`src/verilog/pmx_defines.svh`:
```
// Purpose: Offsets, field positions, constants and timing for the capability register bank.
// Assumes: A 12-bit byte address into configuration space and 32-bit data words.
// Notes:   Definitions only; included by its bare name.
`ifndef PMX_DEFINES_SVH
`define PMX_DEFINES_SVH

// ----------------------------------------------------------------------------
// Register byte offsets
// ----------------------------------------------------------------------------
`define PMX_ADR_W          12
`define PMX_OFF_PM_HDR     12'h078
`define PMX_OFF_PM_CSR     12'h07C
`define PMX_OFF_EXP_HDR    12'h080
`define PMX_OFF_DEV_CAP    12'h084
`define PMX_OFF_DEV_CTL    12'h088
`define PMX_OFF_EXP_LAST   12'h0B0

// ----------------------------------------------------------------------------
// Field values and positions
// ----------------------------------------------------------------------------
`define PMX_PM_CAP_ID      8'h01
`define PMX_PM_VERSION     3'h3
`define PMX_PM_NEXT_PTR    8'h80
`define PMX_EXP_CAP_ID     8'h10
`define PMX_EXP_VERSION    4'h2
`define PMX_PWR_D0         2'b00
`define PMX_PWR_D3HOT      2'b11
`define PMX_NSR_BIT        3
`define PMX_RBER_BIT       15
`define PMX_FLR_CAP_BIT    28
`define PMX_FLR_INIT_BIT   15
`define PMX_WORD_ZERO      32'h0000_0000

// ----------------------------------------------------------------------------
// Timing: how long the function-level reset is held
// ----------------------------------------------------------------------------
`define PMX_CLK_PERIOD_NS  4
`define PMX_FLR_HOLD_NS    100
`define PMX_FLR_HOLD_CYC   ((`PMX_FLR_HOLD_NS + `PMX_CLK_PERIOD_NS - 1) / `PMX_CLK_PERIOD_NS)

`endif

```
`src/verilog/pmx_pkg.sv`:
```
// Purpose: Shared types of the capability register bank.
// Assumes: Constants live in pmx_defines.svh.
// Notes:   Types only.
`default_nettype none

package pmx_pkg;

    // ------------------------------------------------------------------------
    // Types
    // ------------------------------------------------------------------------
    // Power-state field of the control/status word.
    typedef logic [1:0] pmx_pwr_t;

    // Bus slave handshake states.
    typedef enum logic {PMX_BUS_IDLE, PMX_BUS_ACK} pmx_bus_state_t;

endpackage : pmx_pkg

`default_nettype wire

```
`src/verilog/pmx_cap_regs.sv`:
```
// Purpose: Power-management and express capability registers of one endpoint function.
// Assumes: Configuration software reaches the words over classic Wishbone.
// Notes:   Almost all fields are build-time constants; the power state is writable,
//          and a write to the reset-initiate bit of device control starts a
//          function-level reset when the function advertises that ability.
//
// Our own choice: the Wishbone slave port.
`default_nettype none

`include "pmx_defines.svh"

module pmx_cap_regs
    import pmx_pkg::*;
#(
    parameter logic [2:0] MAX_PAYLOAD  = 3'b000,   // Max payload: 000 or 001.
    parameter logic       NO_SOFT_RST  = 1'b0,     // State kept across D3hot.
    parameter logic       FLR_CAPABLE  = 1'b1,     // Function reset supported.
    parameter logic       EXT_TAG      = 1'b0,     // Extended tags supported.
    parameter logic [2:0] L0S_LATENCY  = 3'b000,   // Acceptable L0s latency.
    parameter logic [2:0] L1_LATENCY   = 3'b000,   // Acceptable L1 latency.
    parameter logic [7:0] EXP_NEXT_PTR = 8'h00,    // Next capability after express.
    parameter int         FLR_HOLD     = `PMX_FLR_HOLD_CYC  // Function reset length.
)
(
    input  wire logic                  clk_i,         // Core clock, 250 MHz.
    input  wire logic                  rst_i,         // Synchronous reset, active high.
    input  wire logic                  wb_cyc_i,      // Bus cycle.
    input  wire logic                  wb_stb_i,      // Strobe.
    input  wire logic                  wb_we_i,       // Write enable.
    input  wire logic [`PMX_ADR_W-1:0] wb_adr_i,      // Byte address.
    input  wire logic [3:0]            wb_sel_i,      // Byte lanes.
    input  wire logic [31:0]           wb_dat_i,      // Write data.
    output logic [31:0]                wb_dat_o,      // Read data.
    output logic                       wb_ack_o,      // Acknowledge.
    output logic [1:0]                 pwr_state_o,   // Current power state.
    output logic                       d3hot_o,       // Function is in D3hot.
    output logic                       func_reset_o   // Function-level reset level.
);

    // ------------------------------------------------------------------------
    // Elaboration checks
    // ------------------------------------------------------------------------
    // Only the two payload sizes named for this function can be advertised,
    // and a reset held for no cycles would never reach the function.
    // Both are refused while the design is built, not at run time.
    if (MAX_PAYLOAD > 3'b001)
    begin : g_bad_payload
        $error("pmx_cap_regs: MAX_PAYLOAD must be 000 or 001");
    end
    if (FLR_HOLD < 1)
    begin : g_bad_hold
        $error("pmx_cap_regs: FLR_HOLD must be at least one");
    end

    // ------------------------------------------------------------------------
    // Helpers
    // ------------------------------------------------------------------------
    // True when the byte address falls in the word at the given offset.
    function automatic logic word_hit(input logic [`PMX_ADR_W-1:0] adr,
                                      input logic [`PMX_ADR_W-1:0] off);
        word_hit = (adr[`PMX_ADR_W-1:2] == off[`PMX_ADR_W-1:2]);
    endfunction : word_hit

    // True for the two power-state encodings this function supports.
    function automatic logic pwr_legal(input logic [1:0] v);
        pwr_legal = (v == `PMX_PWR_D0) || (v == `PMX_PWR_D3HOT);
    endfunction : pwr_legal

    // ------------------------------------------------------------------------
    // Declarations
    // ------------------------------------------------------------------------
    logic      rd_take;       // Capture read data this cycle.
    logic      wr_en;         // Commit a write this cycle.
    pmx_pwr_t  pwr_state_r;   // Power-state field.
    pmx_pwr_t  pwr_state_nxt; // Next power state.
    logic      flr_start;     // Pulse starting a function reset.
    logic      flr_active;    // Function reset in progress.
    logic [31:0] rd_word;     // Word selected for a read.
    logic [31:0] dat_r;       // Registered read data.
    logic [31:0] pm_hdr_word; // Power capability header value.
    logic [31:0] pm_csr_word; // Power control/status value.
    logic [31:0] exp_hdr_word;// Express capability header value.
    logic [31:0] dev_cap_word;// Device capabilities value.

    // ------------------------------------------------------------------------
    // Bus handshake
    // ------------------------------------------------------------------------
    // The slave answers every address, mapped or not, one cycle after the
    // request; unmapped words simply read zero so software never hangs.
    pmx_wb_slave u_wb
    (
        .clk_i     (clk_i),
        .rst_i     (rst_i),
        .wb_cyc_i  (wb_cyc_i),
        .wb_stb_i  (wb_stb_i),
        .wb_we_i   (wb_we_i),
        .wb_ack_o  (wb_ack_o),
        .rd_take_o (rd_take),
        .wr_en_o   (wr_en)
    );

    // ------------------------------------------------------------------------
    // Constant capability words
    // ------------------------------------------------------------------------
    // Power header: ID, next pointer and version are wired constants, so
    // writes have nothing to land in.
    always_comb
    begin
        pm_hdr_word        = `PMX_WORD_ZERO;
        pm_hdr_word[7:0]   = `PMX_PM_CAP_ID;
        pm_hdr_word[15:8]  = `PMX_PM_NEXT_PTR;
        pm_hdr_word[18:16] = `PMX_PM_VERSION;
    end

    // Control/status: state field plus the retention flag; bit 2 and all
    // upper bits stay zero.
    always_comb
    begin
        pm_csr_word               = `PMX_WORD_ZERO;
        pm_csr_word[1:0]          = pwr_state_r;
        pm_csr_word[`PMX_NSR_BIT] = NO_SOFT_RST;
    end

    // Express header: its own ID and version, not a copy of the power
    // header, otherwise software walking the list would loop forever.
    always_comb
    begin
        exp_hdr_word        = `PMX_WORD_ZERO;
        exp_hdr_word[7:0]   = `PMX_EXP_CAP_ID;
        exp_hdr_word[15:8]  = EXP_NEXT_PTR;
        exp_hdr_word[19:16] = `PMX_EXP_VERSION;
    end

    // Device capabilities: build-time fields; slot power limit stays zero.
    always_comb
    begin
        dev_cap_word                   = `PMX_WORD_ZERO;
        dev_cap_word[2:0]              = MAX_PAYLOAD;
        dev_cap_word[5]                = EXT_TAG;
        dev_cap_word[8:6]              = L0S_LATENCY;
        dev_cap_word[11:9]             = L1_LATENCY;
        dev_cap_word[`PMX_RBER_BIT]    = 1'b1;
        dev_cap_word[`PMX_FLR_CAP_BIT] = FLR_CAPABLE;
    end

    // ------------------------------------------------------------------------
    // Read path
    // ------------------------------------------------------------------------
    // Every other word of the express structure is reserved here and reads
    // zero, as does anything outside this block; device control reads zero
    // too because its only implemented bit is self-clearing.
    always_comb
    begin
        rd_word = `PMX_WORD_ZERO;
        if (word_hit(wb_adr_i, `PMX_OFF_PM_HDR))
            rd_word = pm_hdr_word;
        else if (word_hit(wb_adr_i, `PMX_OFF_PM_CSR))
            rd_word = pm_csr_word;
        else if (word_hit(wb_adr_i, `PMX_OFF_EXP_HDR))
            rd_word = exp_hdr_word;
        else if (word_hit(wb_adr_i, `PMX_OFF_DEV_CAP))
            rd_word = dev_cap_word;
    end

    // Read data is held in a flop so the bus sees a clean value with ack.
    always_ff @(posedge clk_i)
    begin
        if (rst_i)
            dat_r <= `PMX_WORD_ZERO;
        else if (rd_take)
            dat_r <= rd_word;
    end

    assign wb_dat_o = dat_r;

    // ------------------------------------------------------------------------
    // Power state
    // ------------------------------------------------------------------------
    // Writes of an unsupported encoding are dropped so the field can never
    // show a state the function does not implement.
    always_comb
    begin
        pwr_state_nxt = pwr_state_r;
        if (flr_start || flr_active)
            pwr_state_nxt = `PMX_PWR_D0;
        else if (wr_en && wb_sel_i[0] && word_hit(wb_adr_i, `PMX_OFF_PM_CSR)
                 && pwr_legal(wb_dat_i[1:0]))
            pwr_state_nxt = wb_dat_i[1:0];
    end

    // Reset and function reset both return the function to D0.
    always_ff @(posedge clk_i)
    begin
        if (rst_i)
            pwr_state_r <= `PMX_PWR_D0;
        else
            pwr_state_r <= pwr_state_nxt;
    end

    assign pwr_state_o = pwr_state_r;
    assign d3hot_o     = (pwr_state_r == `PMX_PWR_D3HOT);

    // ------------------------------------------------------------------------
    // Function-level reset
    // ------------------------------------------------------------------------
    // The initiate bit has no storage; a write of one only fires the reset
    // when the capability flag is built in.
    assign flr_start = FLR_CAPABLE && wr_en && wb_sel_i[1]
                       && word_hit(wb_adr_i, `PMX_OFF_DEV_CTL)
                       && wb_dat_i[`PMX_FLR_INIT_BIT];

    pmx_flr_gen #(
        .HOLD_CYC (FLR_HOLD)
    ) u_flr
    (
        .clk_i    (clk_i),
        .rst_i    (rst_i),
        .start_i  (flr_start),
        .active_o (flr_active)
    );

    assign func_reset_o = flr_active;

    logic rd_ack;   // Read answer on the bus this cycle.
    assign rd_ack = wb_ack_o && wb_cyc_i && wb_stb_i && !wb_we_i;

    logic init_wr;  // Reset-initiate write lands this cycle.
    assign init_wr = wr_en && wb_sel_i[1] && word_hit(wb_adr_i, `PMX_OFF_DEV_CTL)
                     && wb_dat_i[`PMX_FLR_INIT_BIT];

    // Kept apart from the read mux so a decode slip there shows up here.
    logic mapped;   // Address hits one of the four implemented words.
    assign mapped = word_hit(wb_adr_i, `PMX_OFF_PM_HDR)
                    || word_hit(wb_adr_i, `PMX_OFF_PM_CSR)
                    || word_hit(wb_adr_i, `PMX_OFF_EXP_HDR)
                    || word_hit(wb_adr_i, `PMX_OFF_DEV_CAP);
endmodule : pmx_cap_regs

`default_nettype wire

```
`src/verilog/pmx_flr_gen.sv`:
```
// Purpose: Stretches a function-level reset request into a held reset level.
// Assumes: start_i is a one-cycle pulse in the core clock domain.
// Notes:   A new start while active restarts the hold count.
`default_nettype none

module pmx_flr_gen
    import pmx_pkg::*;
#(
    parameter int HOLD_CYC = 25   // Cycles the function reset is held.
)
(
    input  wire logic clk_i,      // Core clock.
    input  wire logic rst_i,      // Synchronous reset, active high.
    input  wire logic start_i,    // Pulse: begin a function reset.
    output logic      active_o    // Level: function reset in progress.
);

    // ------------------------------------------------------------------------
    // Hold counter
    // ------------------------------------------------------------------------
    localparam int CW = $clog2(HOLD_CYC + 1);

    logic [CW-1:0] left_r;        // Cycles still to hold.

    // A hold of no cycles would never raise the reset; refuse it at build time.
    if (HOLD_CYC < 1)
    begin : g_bad_hold
        $error("pmx_flr_gen: HOLD_CYC must be at least one");
    end

    // Load on start, count down to zero, the reset stands while nonzero.
    always_ff @(posedge clk_i)
    begin
        if (rst_i)
            left_r <= '0;
        else if (start_i)
            left_r <= CW'(HOLD_CYC);
        else if (left_r != '0)
            left_r <= left_r - CW'(1);
    end

    assign active_o = (left_r != '0);

endmodule : pmx_flr_gen

`default_nettype wire

```
`src/verilog/pmx_wb_slave.sv`:
```
// Purpose: Classic Wishbone slave handshake for the capability register bank.
// Assumes: Single classic cycles; the master holds its request until it sees ack.
// Notes:   Ack comes one cycle after the request and lasts exactly one cycle.
`default_nettype none

module pmx_wb_slave
    import pmx_pkg::*;
(
    input  wire logic clk_i,      // Core clock.
    input  wire logic rst_i,      // Synchronous reset, active high.
    input  wire logic wb_cyc_i,   // Bus cycle in progress.
    input  wire logic wb_stb_i,   // Strobe.
    input  wire logic wb_we_i,    // Write when high.
    output logic      wb_ack_o,   // One-cycle acknowledge.
    output logic      rd_take_o,  // Pulse: capture read data now.
    output logic      wr_en_o     // Pulse: commit the write at this edge.
);

    // ------------------------------------------------------------------------
    // Handshake state
    // ------------------------------------------------------------------------
    pmx_bus_state_t state_r;      // Idle or acknowledging.
    logic           req;          // A request is on the bus.

    assign req = wb_cyc_i && wb_stb_i;

    // The ack state lasts one cycle, so ack falls the cycle after it rose
    // even if the master is slow to release its request.
    always_ff @(posedge clk_i)
    begin
        if (rst_i)
        begin
            state_r <= PMX_BUS_IDLE;
        end
        else
        begin
            case (state_r)
                PMX_BUS_IDLE: state_r <= req ? PMX_BUS_ACK : PMX_BUS_IDLE;
                PMX_BUS_ACK:  state_r <= PMX_BUS_IDLE;
                default:      state_r <= PMX_BUS_IDLE;
            endcase
        end
    end

    assign wb_ack_o  = (state_r == PMX_BUS_ACK);
    // Read data is latched in the request's first cycle, ready with ack.
    assign rd_take_o = req && !wb_we_i && (state_r == PMX_BUS_IDLE);
    // Writes land at the edge where the master samples ack.
    assign wr_en_o   = req && wb_we_i && (state_r == PMX_BUS_ACK);

endmodule : pmx_wb_slave

`default_nettype wire
```
`config.mk`:
```
export PLATFORM = sky130hd
export DESIGN_NAME = pmx_cap_regs
export DESIGN_NICKNAME = d
export VERILOG_FILES = /design/src/verilog/pmx_pkg.sv /design/src/verilog/pmx_cap_regs.sv /design/src/verilog/pmx_flr_gen.sv /design/src/verilog/pmx_wb_slave.sv
export VERILOG_INCLUDE_DIRS = /design/src /design/src/verilog
export SDC_FILE = /design/constraint.sdc
export NUM_CORES = 1
export LEC_CHECK = 0
export BUFFER_PORTS_ARGS = -buffer_cell sky130_fd_sc_hd__clkbuf_2
export CAP_MARGIN = 5
export CELL_PAD_IN_SITES_DETAIL_PLACEMENT = 0
export CELL_PAD_IN_SITES_GLOBAL_PLACEMENT = 1
export CORE_ASPECT_RATIO = 0.75
export CORE_MARGIN = 8
export CORE_UTILIZATION = 23
export DETAILED_ROUTE_END_ITERATION = 10
export GPL_TIMING_DRIVEN = 0
export PLACE_DENSITY = 0.76
export SETUP_SLACK_MARGIN = 0.5
export SYNTH_ARGS = -nofsm -noshare
export SYNTH_HDL_FRONTEND = slang
export SYNTH_HIERARCHICAL = 1
export SYNTH_SLANG_ARGS = --single-unit
```
`constraint.sdc`:
```
create_clock -name clk_i -period 2.5 [get_ports clk_i]
set_clock_uncertainty 0.15 [all_clocks]
set_input_delay 0.25 -clock clk_i [delete_from_list [all_inputs] [get_ports clk_i]]
set_output_delay 0.25 -clock clk_i [all_outputs]
set_load 0.03 [all_outputs]
```
# Word-level counts from Yosys, hierarchy flattened
# Index checks and enable logic that the tools add are counted.
[op_classes]
reduce_logical = 19
bitwise_logic = 1
n_mux = 8
addsub = 1
n_eq_ne = 7
[ops]
columns = ["cell", "n"]
rows = [
  ["2-to-1 mux 29 bit", 4],
  ["equality test 10 x 6 -> 1 bit, second input constant", 3],
  ["equality test 10 x 5 -> 1 bit, second input constant", 2],
  ["logical AND 1 bit", 11],
  ["2-to-1 mux 5 bit", 2],
  ["nonzero test 5 bit", 1],
  ["subtractor 5 x 1 -> 5 bit, second input constant", 1],
  ["equality test 2 bit, second input constant", 2],
  ["OR reduction 2 bit", 2],
  ["logical NOT 2 bit", 1],
  ["logical OR 1 bit", 2],
  ["case mux 1 bit (2 select lines)", 1],
  ["nonzero test 2 bit", 1],
  ["logical NOT 1 bit", 1],
  ["2-to-1 mux 1 bit", 1],
  ["inverter 1 bit", 1],
]
[word_totals]
regBits = 40
out_inout_bits = 37
wordCells = 41
in_bits = 53

# Logic depth before layout (Yosys ltp)
# Gate-level depths: netlist (run 1).
[depth]
depth_word = 8
mapped_depth = 6
ltp_nobuf = 5

# Cells and area by module
# The synthesis (run 1) kept the hierarchy.
[modules_own_cells]
columns = ["module", "cells_per_inst", "area_each_um2", "n_inst", "seq_area_each_um2"]
rows = [
  ["pmx_cap_regs", 82, 664.4, 1, 180.2],
  ["pmx_flr_gen", 26, 235.2, 1, 100.1],
  ["pmx_wb_slave", 4, 55.1, 1, 20.0],
]

# Worst setup path after synthesis (run 1)
# No wires, ideal clock.
[synth_timing]
path_kind = "input-to-reg"
from = "input wb_adr_i[9]"
to = "register pwr_state_r[1] (netlist: pwr_state_o[1])"
slack_ns = 0.211
path_buffers = 0
arrival_ns = 2.035
path_stages = 4
path_cell_list = "or4_4 -> or4_4 -> or3_4 -> a2111oi_2"
[synth_between]
elab_chain_len = 5
[synth_rtl]
columns = ["item", "line_no", "text"]
rows = [
  ["from (decl)", "pmx_cap_regs.sv:30", "input wire logic [`PMX_ADR_W-1:0] wb_adr_i,"],
  ["equality test 10 x 6 -> 1 bit", "-", ""],
  ["logical AND 1 bit (2 in a row)", "-", ""],
  ["logical OR 1 bit", "pmx_cap_regs.sv:184", "if (flr_start || flr_active)"],
  ["OR reduction 2 bit (no source line)", "-", ""],
  ["to (signal assigned)", "pmx_cap_regs.sv:195", "pwr_state_r <= `PMX_PWR_D0;"],
  ["to (signal assigned)", "pmx_cap_regs.sv:197", "pwr_state_r <= pwr_state_nxt;"],
  ["to (decl)", "pmx_cap_regs.sv:74", "pmx_pwr_t pwr_state_r;"],
]
# Parallel ways exist; a longest one is shown, timed or not.
# A chain may end at the register's enable or synchronous reset.

# Worst setup path in the final report (run 1)
[layout_timing]
from = "input wb_adr_i[10]"
to = "register pwr_state_r[1] (netlist: pwr_state_o[1])"
# The elaborated chain is that of the path after synthesis.

==> results of run 1 <==
[power by group through the flow]
| stage | Sequential [uW] | Combinational (uW) | Clock (uW) |
|---|---|---|---|
| after floorplan | 293 | 273 | 0 |
| after global placement | 294 | 332 | 0 |
| after detailed placement | 295 | 333 | 0 |
| after CTS | 291 | 398 | 202 |
| after global routing | 301 | 483 | 212 |
| final | 296 | 456 | 195 |
[state kept, by name (all words and copies together) (netlist names)]
register,cells
wb_dat_o,7
u_flr/left_r,5
pwr_state_o,2
u_wb/wb_ack_o,1
[timing repair]
action / 4_1_cts / 5_1_grt
resized for setup: 7 / 7
hold buffers: 0 / 0
setup buffers: 1 / 1
pin swaps: 4 / 0
endpoints found under the setup margin: 6 / 8
[cells by family (layout without fill, tap and decap cells)]
kind of cell | count (synthesis) | after routing | synth area share (%)
AOI/OAI and AO/OA | 19 | 19 | 14.5
xor gates and xnor gates | 3 | 3 | 2.75
adders and majority gates | 1 | 1 | 1.31
buffers and inverters | 36 | 73 | 24.1
DFF | 15 | 15 | 31.5
muxes | 1 | 1 | 1.05
other | 1 | 25 | 0.393
and+or+nand+nor | 36 | 36 | 24.4
[layer usage]
layer  GRT usage [%]  share of wire (%)  vias up
met2            12.1                 47       28
met5               0                  0        -
met3            2.51                6.5        2
met1            8.82                 46      364
met4            2.76               0.28        0
li1                -                  -      462
[area by class of cell]
type	instances	share of cell area (%)
Sequential cell	15	21.9
Inverter	8	2.17
Tap cell	55	4.97
Buffer	28	15.2
Clock buffer	4	3.25
Timing Repair Buffer	33	12.9
Multi-Input combinational cell	85	39.7
[stage by stage]
step,util [%],std cells,setup WS [ps]
finish,34.4,228,369
global route,34.4,228,311
CTS,33.5,227,368
detailed placement,31.5,222,37.4
global placement,31.5,222,35.0
floorplan,-,136,228
[cell usage in the layout (no fill, tap or decap), types with 3 or more instances in the layout]
| cell type | count |
|---|---|
| nand2_1 | 4 |
| nor2_1 | 7 |
| a21oi_1 | 8 |
| clkbuf_8 | 4 |
| inv_1 | 6 |
| clkbuf_1 | 3 |
| conb_1 | 25 |
| nand3_1 | 3 |
| buf_4 | 27 |
| dfxtp_1 | 13 |
| clkbuf_2 | 30 |
| nand2b_1 | 4 |
[path summary, 6_finish.rpt]
| check | depth (start not counted) | startpoint | to | slack, ps |
|---|---|---|---|---|
| hold reg to reg | 2 | wb_dat_o[0] | wb_dat_o[0] | 320 |
| hold / removal | 2 | rst_i | u_flr/left_r[0] | 130 |
| setup reg to reg | 6 | u_flr/left_r[0] | u_flr/left_r[1] | 580 |
| setup / recovery | 5 | wb_adr_i[10] | pwr_state_o[1] | 370 |
==> results.cfg, run 1 <==
[setup_path]
cp_top_family = simple AND/OR/NAND/NOR gates
path_buf_inv = 1
worstPathArrival_ps = 2130
timing.critical_path.fanout_max = 4
cpMostUsedCell = or4_4
slowest_delay_ps = 560
required_ps = 2500
slowest_stage = or4_4
path_class = input pin to flip-flop
cp-end-kind = flip-flop
path_cells = clkbuf_2 > or4_4 > or4_4 > or3_4 > a2111oi_4
start_kind = input pin

[sta]
max_freq_mhz = 469
whs_ps = 129
tightest_slew_ps = 738
rsz0062_at_grt = true
fin_tns_setup_ps = 0
final.min_clock_period_ps = 2130
fin_crit_sh_pct = 85.2
max_slew_margin_pct = 50.4
setup-violations-final = 0
drv_slew = 0
hold_viol = 0

[grt]
grt_antenna_before_repair = 0
grt_use_total_pct = 7.41
grt_pass1_wl_um = 3920
grt_max_degree = 11
grt_pass1_vias = 833
grt-ovfl-total = 0

[run_status]
status = finished, final reports clean

[routing]
dr.pass1.iters = 4
ant_nets = 0
drc = 0
post_drt_wl_per_cell_um = 10.9
avgViaCountPerCell = 3.75
wl_um = 2480
first_iter_violations = 21
dr_total_vias = 856

[clock_network]
cts_tree = yes
cts-root-buf = clkbuf_8
cts_made_buffers = 3
clock_sinks = 15
htreeDepth = 1
clock_latency_ps = 240
clockBufferDepth = 2
clk_transition_reported_paths_ps = 60

[synth]
yosysMostFrequentCell = buf_4
synthTopCellsByArea = dfxtp_1, buf_4, a2111oi_2
yosys.area.top_type = dfxtp_1
postSynthCellCount = 112
ys_seq_elements = 15
yosys_warnings = 6
ys_seq_area_share_pct = 31.5
synth_enable_flop_cells = 0
yosys.area.top_type_share_pct = 31.5
syn-cell-area_um2 = 955
yosysUniqueCellTypes = 36
synthArstFlopShare_pct = 0
syn_avg_cell_area_um2 = 8.52
synth_flop_cell = dfxtp_1
netlist_top_cells_count = buf_4, dfxtp_1, a21oi_1, inv_1, nor2_1

[placement]
place_congestion = 0.725
dp_hpwl_um = 2060
placed_area_um2 = 1270
io_buffers = 31

[pwr]
p_seq_share_pct = 31.2
swShare_pct = 35.5
vdd_ir_drop_max_mv = 0.213
comb_power_share_pct = 48.1
power_uw = 948
p_switching_uw = 337
cellPowerDensity_nw_per_um2 = 684
p_leak_uw = 0.000643
intPower_uw = 611
p_clk_share_pct = 20.6

[die]
die_area_um2 = 6490
core_um2 = 4030
initial_core_util_pct = 23.7
fp-row-count = 20
die_w_um = 90.4
die_y_um = 71.8
ios = 90

[layout]
drive_above_1_share_pct = 44.5
seq_area_um2 = 303
nNetsFinal = 228
multiInputGateArea_um2 = 549
n_fill_cell = 433
synthToLayoutAreaGrowth_pct = 45.1
insertedDiodeCount = 0
stdcell_area_um2 = 1390

[min_path]
hp-class = input pin to flip-flop

[job]
max-cap-violations = 0
(Power assumes the default switching activity.)
==> run 2: changes to the inputs <==
- CAP_MARGIN: 5 -> 0
- CORE_ASPECT_RATIO: 0.75 -> not set
- clock period: 2.5 -> 2.3 ns (I/O delays scaled with it)
==> run 2 against run 1 <==
  * Non-clock buffer count rose by 6
  * Hold slack lost 22 ps
  * Sequential power grew 7.8%
  * Core utilization grew 2.5 points
  * Sequential share of layout area down 1.4 points
  * Global-route usage increased by 0.26 points
  * Routed wire length is 1.9% higher
  * Highest routed layer unchanged
==> results.cfg, run 2 (synthesis results as in run 1) <==
[run_status]
status = finished, final reports clean

[die]
initial_core_util_pct = 23.9
die_w_um = 80.4
die_area_um2 = 6470
die_y_um = 80.4
fp-row-count = 23
ios = 90
core_um2 = 4000

[sta]
setup-violations-final = 0
max_freq_mhz = 480
rsz0062_at_grt = true
whs_ps = 106
hold_viol = 0
final.min_clock_period_ps = 2080
max_slew_margin_pct = 63.6
tightest_slew_ps = 546
drv_slew = 0
fin_crit_sh_pct = 90.6

[placement]
dp_hpwl_um = 2010
placed_cells = 217
io_buffers = 31
place_congestion = 0.710

[clock_network]
clock_latency_ps = 250
cts-root-buf = clkbuf_8
clock_sinks = 15
cts_made_buffers = 3
cts_tree = yes
htreeDepth = 1
clk_transition_reported_paths_ps = 60
clockBufferDepth = 2
hold_buffers = 0

[setup_path]
path_class = input pin to flip-flop
worstPathArrival_ps = 2090
start_kind = input pin
required_ps = 2310
timing.critical_path.fanout_max = 2
cp-end-kind = flip-flop

[grt]
grt_use_total_pct = 7.67
grt_antenna_before_repair = 0
grt_max_degree = 11
grt-ovfl-total = 0
grt_pass1_wl_um = 3880
grt_pass1_vias = 862

[routing]
post_drt_wl_per_cell_um = 11.0
dr_total_vias = 902
ant_nets = 0
wl_um = 2530
avgViaCountPerCell = 3.94
first_iter_violations = 19
dr.pass1.iters = 4
drc = 0

[pwr]
comb_power_share_pct = 53.4
p_seq_share_pct = 27.6
vdd_ir_drop_max_mv = 0.330
cellPowerDensity_nw_per_um2 = 782
p_switching_uw = 411
power_uw = 1160
intPower_uw = 744
swShare_pct = 35.6
p_clk_share_pct = 19.0
p_leak_uw = 0.000691

[layout]
nNetsFinal = 234
stdcell_count = 229
final_cell_mix = buf_4, clkbuf_2, conb_1
largest_reg_flops = 7
layout_commonest_cell = buf_4
insertedDiodeCount = 0
fin_util_pct = 36.9
synthToLayoutAreaGrowth_pct = 54.7
drive_above_1_share_pct = 47.5
n_fill_cell = 442

[job]
max-cap-violations = 0

[min_path]
hp-class = input pin to flip-flop
[run 2: cell type report]
class / instances / area [um^2] / share of cell area [%]
multi-input cells: 85 / 586 / 39.7
flip-flops and latches: 15 / 303 / 20.5
repair buffers: 39 / 239 / 16.2
plain buffers: 28 / 210 / 14.2
well taps: 50 / 62.6 / 4.24
clock buffers: 3 / 41.3 / 2.80
inverters: 8 / 30.0 / 2.03
clock inverters: 1 / 5.00 / 0.339
[run 2: routing by layer]
| metal | vias up | global-route usage [%] | part of all wire, % |
|---|---|---|---|
| li1 | 474 | - | - |
| met1 | 384 | 8.48 | 41 |
| met2 | 40 | 11.9 | 45 |
| met3 | 4 | 4.69 | 12 |
| met4 | 0 | 2.18 | 0.75 |
| met5 | - | 0 | 0 |
[run 2: worst max-delay path: stages]
cell and delay [ps]:
clkbuf_2 90, or4_4 540, or4_4 530, or3_4 420, a2111oi_4 280
[run 2: what timing repair did]
| item | 4_1_cts | 5_1_grt |
|---|---|---|
| gates resized for setup | 15 | 4 |
| pin swaps | 5 | 1 |
| endpoints found under the setup margin | 8 | 7 |
| buffers inserted | 6 | 2 |
| cloned | 0 | 0 |
| endpoints found under the hold margin | 0 | 0 |
[run 2: final timing paths]
kind / startpoint / endpoint / slack [ps] / depth (start not counted)
max: wb_adr_i[10] / pwr_state_o[0] / 220 / 5
min reg2reg: wb_dat_o[0] / wb_dat_o[0] / 320 / 2
max reg2reg: u_flr/left_r[1] / pwr_state_o[0] / 500 / 6
min: rst_i / u_flr/left_r[1] / 110 / 2
[run 2: stage by stage]
stage / instance area (um^2) / setup slack, ps / setup TNS [ps]
6_report: 1480 / 216 / 0
4_1_cts: 1430 / 227 / 0
3_5_place_dp: 1260 / -128 / -562
5_1_grt: 1480 / 195 / 0
3_3_place_gp: 1260 / -132 / -567
2_1_floorplan: 1050 / 48.1 / 0
[run 2: power groups by stage]
stage               Combinational (uW)  Clock (uW)  Sequential, uW
global route                       662         241             322
CTS                                580         225             317
global placement                   370           0             320
floorplan                          304           0             319
finish                             617         220             319
detailed placement                 375           0             321
==> run 3: changes to the inputs <==
- CORE_UTILIZATION: 23 -> 24
- CTS_BUF_LIST: not set -> sky130_fd_sc_hd__clkbuf_4
- PLACE_DENSITY: 0.76 -> 0.78
==> run 3 against run 2 <==
  * First-iteration DRC count shrank 32%
  * Register-to-register slack is essentially flat
  * Power decreased by 4.4%
  * Maximum frequency increased by 1.8%
  * Flip-flop and latch count is the same
  * Setup slack better by 37 ps
  * Via count decreased by 2.0%
  * Critical path type unchanged
==> results.cfg, run 3 (synthesis results as in run 1) <==
[sta]
final.min_clock_period_ps = 2050
whs_ps = 69.4
rsz0062_at_grt = true
setup_ws_ps = 253
fin_crit_sh_pct = 89.0
drv_slew = 0
hold_viol = 0
max_slew_margin_pct = 63.4
tightest_slew_ps = 549
setup-violations-final = 0
max_freq_mhz = 488

[pwr]
intPower_uw = 689
comb_power_share_pct = 57.2
swShare_pct = 37.6
vdd_ir_drop_max_mv = 0.285
p_clk_share_pct = 13.8
power_uw = 1100
cellPowerDensity_nw_per_um2 = 757
p_seq_share_pct = 29.0
p_leak_uw = 0.000685
p_switching_uw = 416

[grt]
grt_use_total_pct = 8.18
grt_antenna_before_repair = 0
grt_max_degree = 11
grt_pass1_wl_um = 4140
grt_pass1_vias = 916
grt-ovfl-total = 0

[clock_network]
htreeDepth = 1
clock_sinks = 15
clock_latency_ps = 290
cts_tree = yes
cts_made_buffers = 3
hold_buffers = 0
clockBufferDepth = 2
cts-root-buf = clkbuf_4
clk_transition_reported_paths_ps = 90

[die]
die_y_um = 79.1
ios = 90
core_um2 = 3910
fp-row-count = 23
die_w_um = 79.1
die_area_um2 = 6250
initial_core_util_pct = 24.4

[setup_path]
timing.critical_path.fanout_max = 2
required_ps = 2350
path_class = input pin to flip-flop
cp-end-kind = flip-flop
start_kind = input pin
worstPathArrival_ps = 2090

[routing]
wl_um = 2530
dr.pass1.iters = 4
post_drt_wl_per_cell_um = 11.0
drc = 0
dr_total_vias = 884
avgViaCountPerCell = 3.86
first_iter_violations = 13
ant_nets = 0

[placement]
dp_hpwl_um = 2020
io_buffers = 31
place_congestion = 0.674
dp_slack_ps = -167
placed_area_um2 = 1260

[layout]
synthToLayoutAreaGrowth_pct = 52.8
largest_reg_flops = 7
fin_util_pct = 37.3
stdcell_area_um2 = 1460
drive_above_1_share_pct = 48.0
n_fill_cell = 423
final_cell_mix = buf_4, clkbuf_2, conb_1
insertedDiodeCount = 0
nNetsFinal = 234
layout_commonest_cell = buf_4

[run_status]
status = finished, final reports clean

[job]
max-cap-violations = 0

[min_path]
hp-class = input pin to flip-flop
[run 3: cell types whose count changed in the layout (fill, tap and decap cells not counted), sizes merged]
cell / before / now
buf: 34 / 35
clkbuf: 36 / 35
[run 3: worst paths after layout]
check / start / to / slack [ps] / depth (start not counted)
setup reg to reg: u_flr/left_r[1] / pwr_state_o[0] / 490 / 6
hold reg to reg: wb_dat_o[4] / wb_dat_o[4] / 320 / 2
setup / recovery: wb_adr_i[10] / pwr_state_o[0] / 250 / 5
hold / removal: rst_i / u_flr/left_r[0] / 70 / 2
[run 3: final cells by class]
| cell class | instances | area [um^2] | area share (%) |
|---|---|---|---|
| repair buffers | 39 | 233 | 16.0 |
| clock buffers | 3 | 22.5 | 1.54 |
| multi-input cells | 85 | 593 | 40.7 |
| inverters | 8 | 30.0 | 2.06 |
| flip-flops and latches | 15 | 303 | 20.8 |
| plain buffers | 28 | 210 | 14.4 |
| well taps | 50 | 62.6 | 4.29 |
| clock inverters | 1 | 5.00 | 0.343 |
[run 3: power by group through the flow]
stage | clock [uW] | combinational (uW) | sequential, uW
2_1_floorplan | 0 | 304 | 319
3_3_place_gp | 0 | 368 | 319
3_5_place_dp | 0 | 370 | 319
4_1_cts | 156 | 549 | 316
5_1_grt | 174 | 670 | 322
6_report | 153 | 632 | 320
[run 3: layer usage]
metal	global-route usage (%)	wire length, um	vias up
li1	-	-	476
met2	12.7	1130	40
met5	0	0	-
met1	9.37	1130	363
met3	3.27	221	5
met4	4.44	44	0
[run 3: timing repair]
action / 4_1_cts / 5_1_grt
endpoints found under the setup margin: 8 / 7
pin swaps: 4 / 2
buffers inserted: 6 / 2
gates resized for setup: 15 / 6
[run 3: through the flow]
stage                     std cells  setup TNS [ps]
after floorplan                 136               0
after global placement          217            -555
after CTS                       227               0
after global routing            229               0
final                           229               0
after detailed placement        217            -656
[run 3: critical path, cell delays in order]
cell and delay (ps):
clkbuf_2 90, or4_4 540, or4_4 530, or3_4 420, a2111oi_4 280
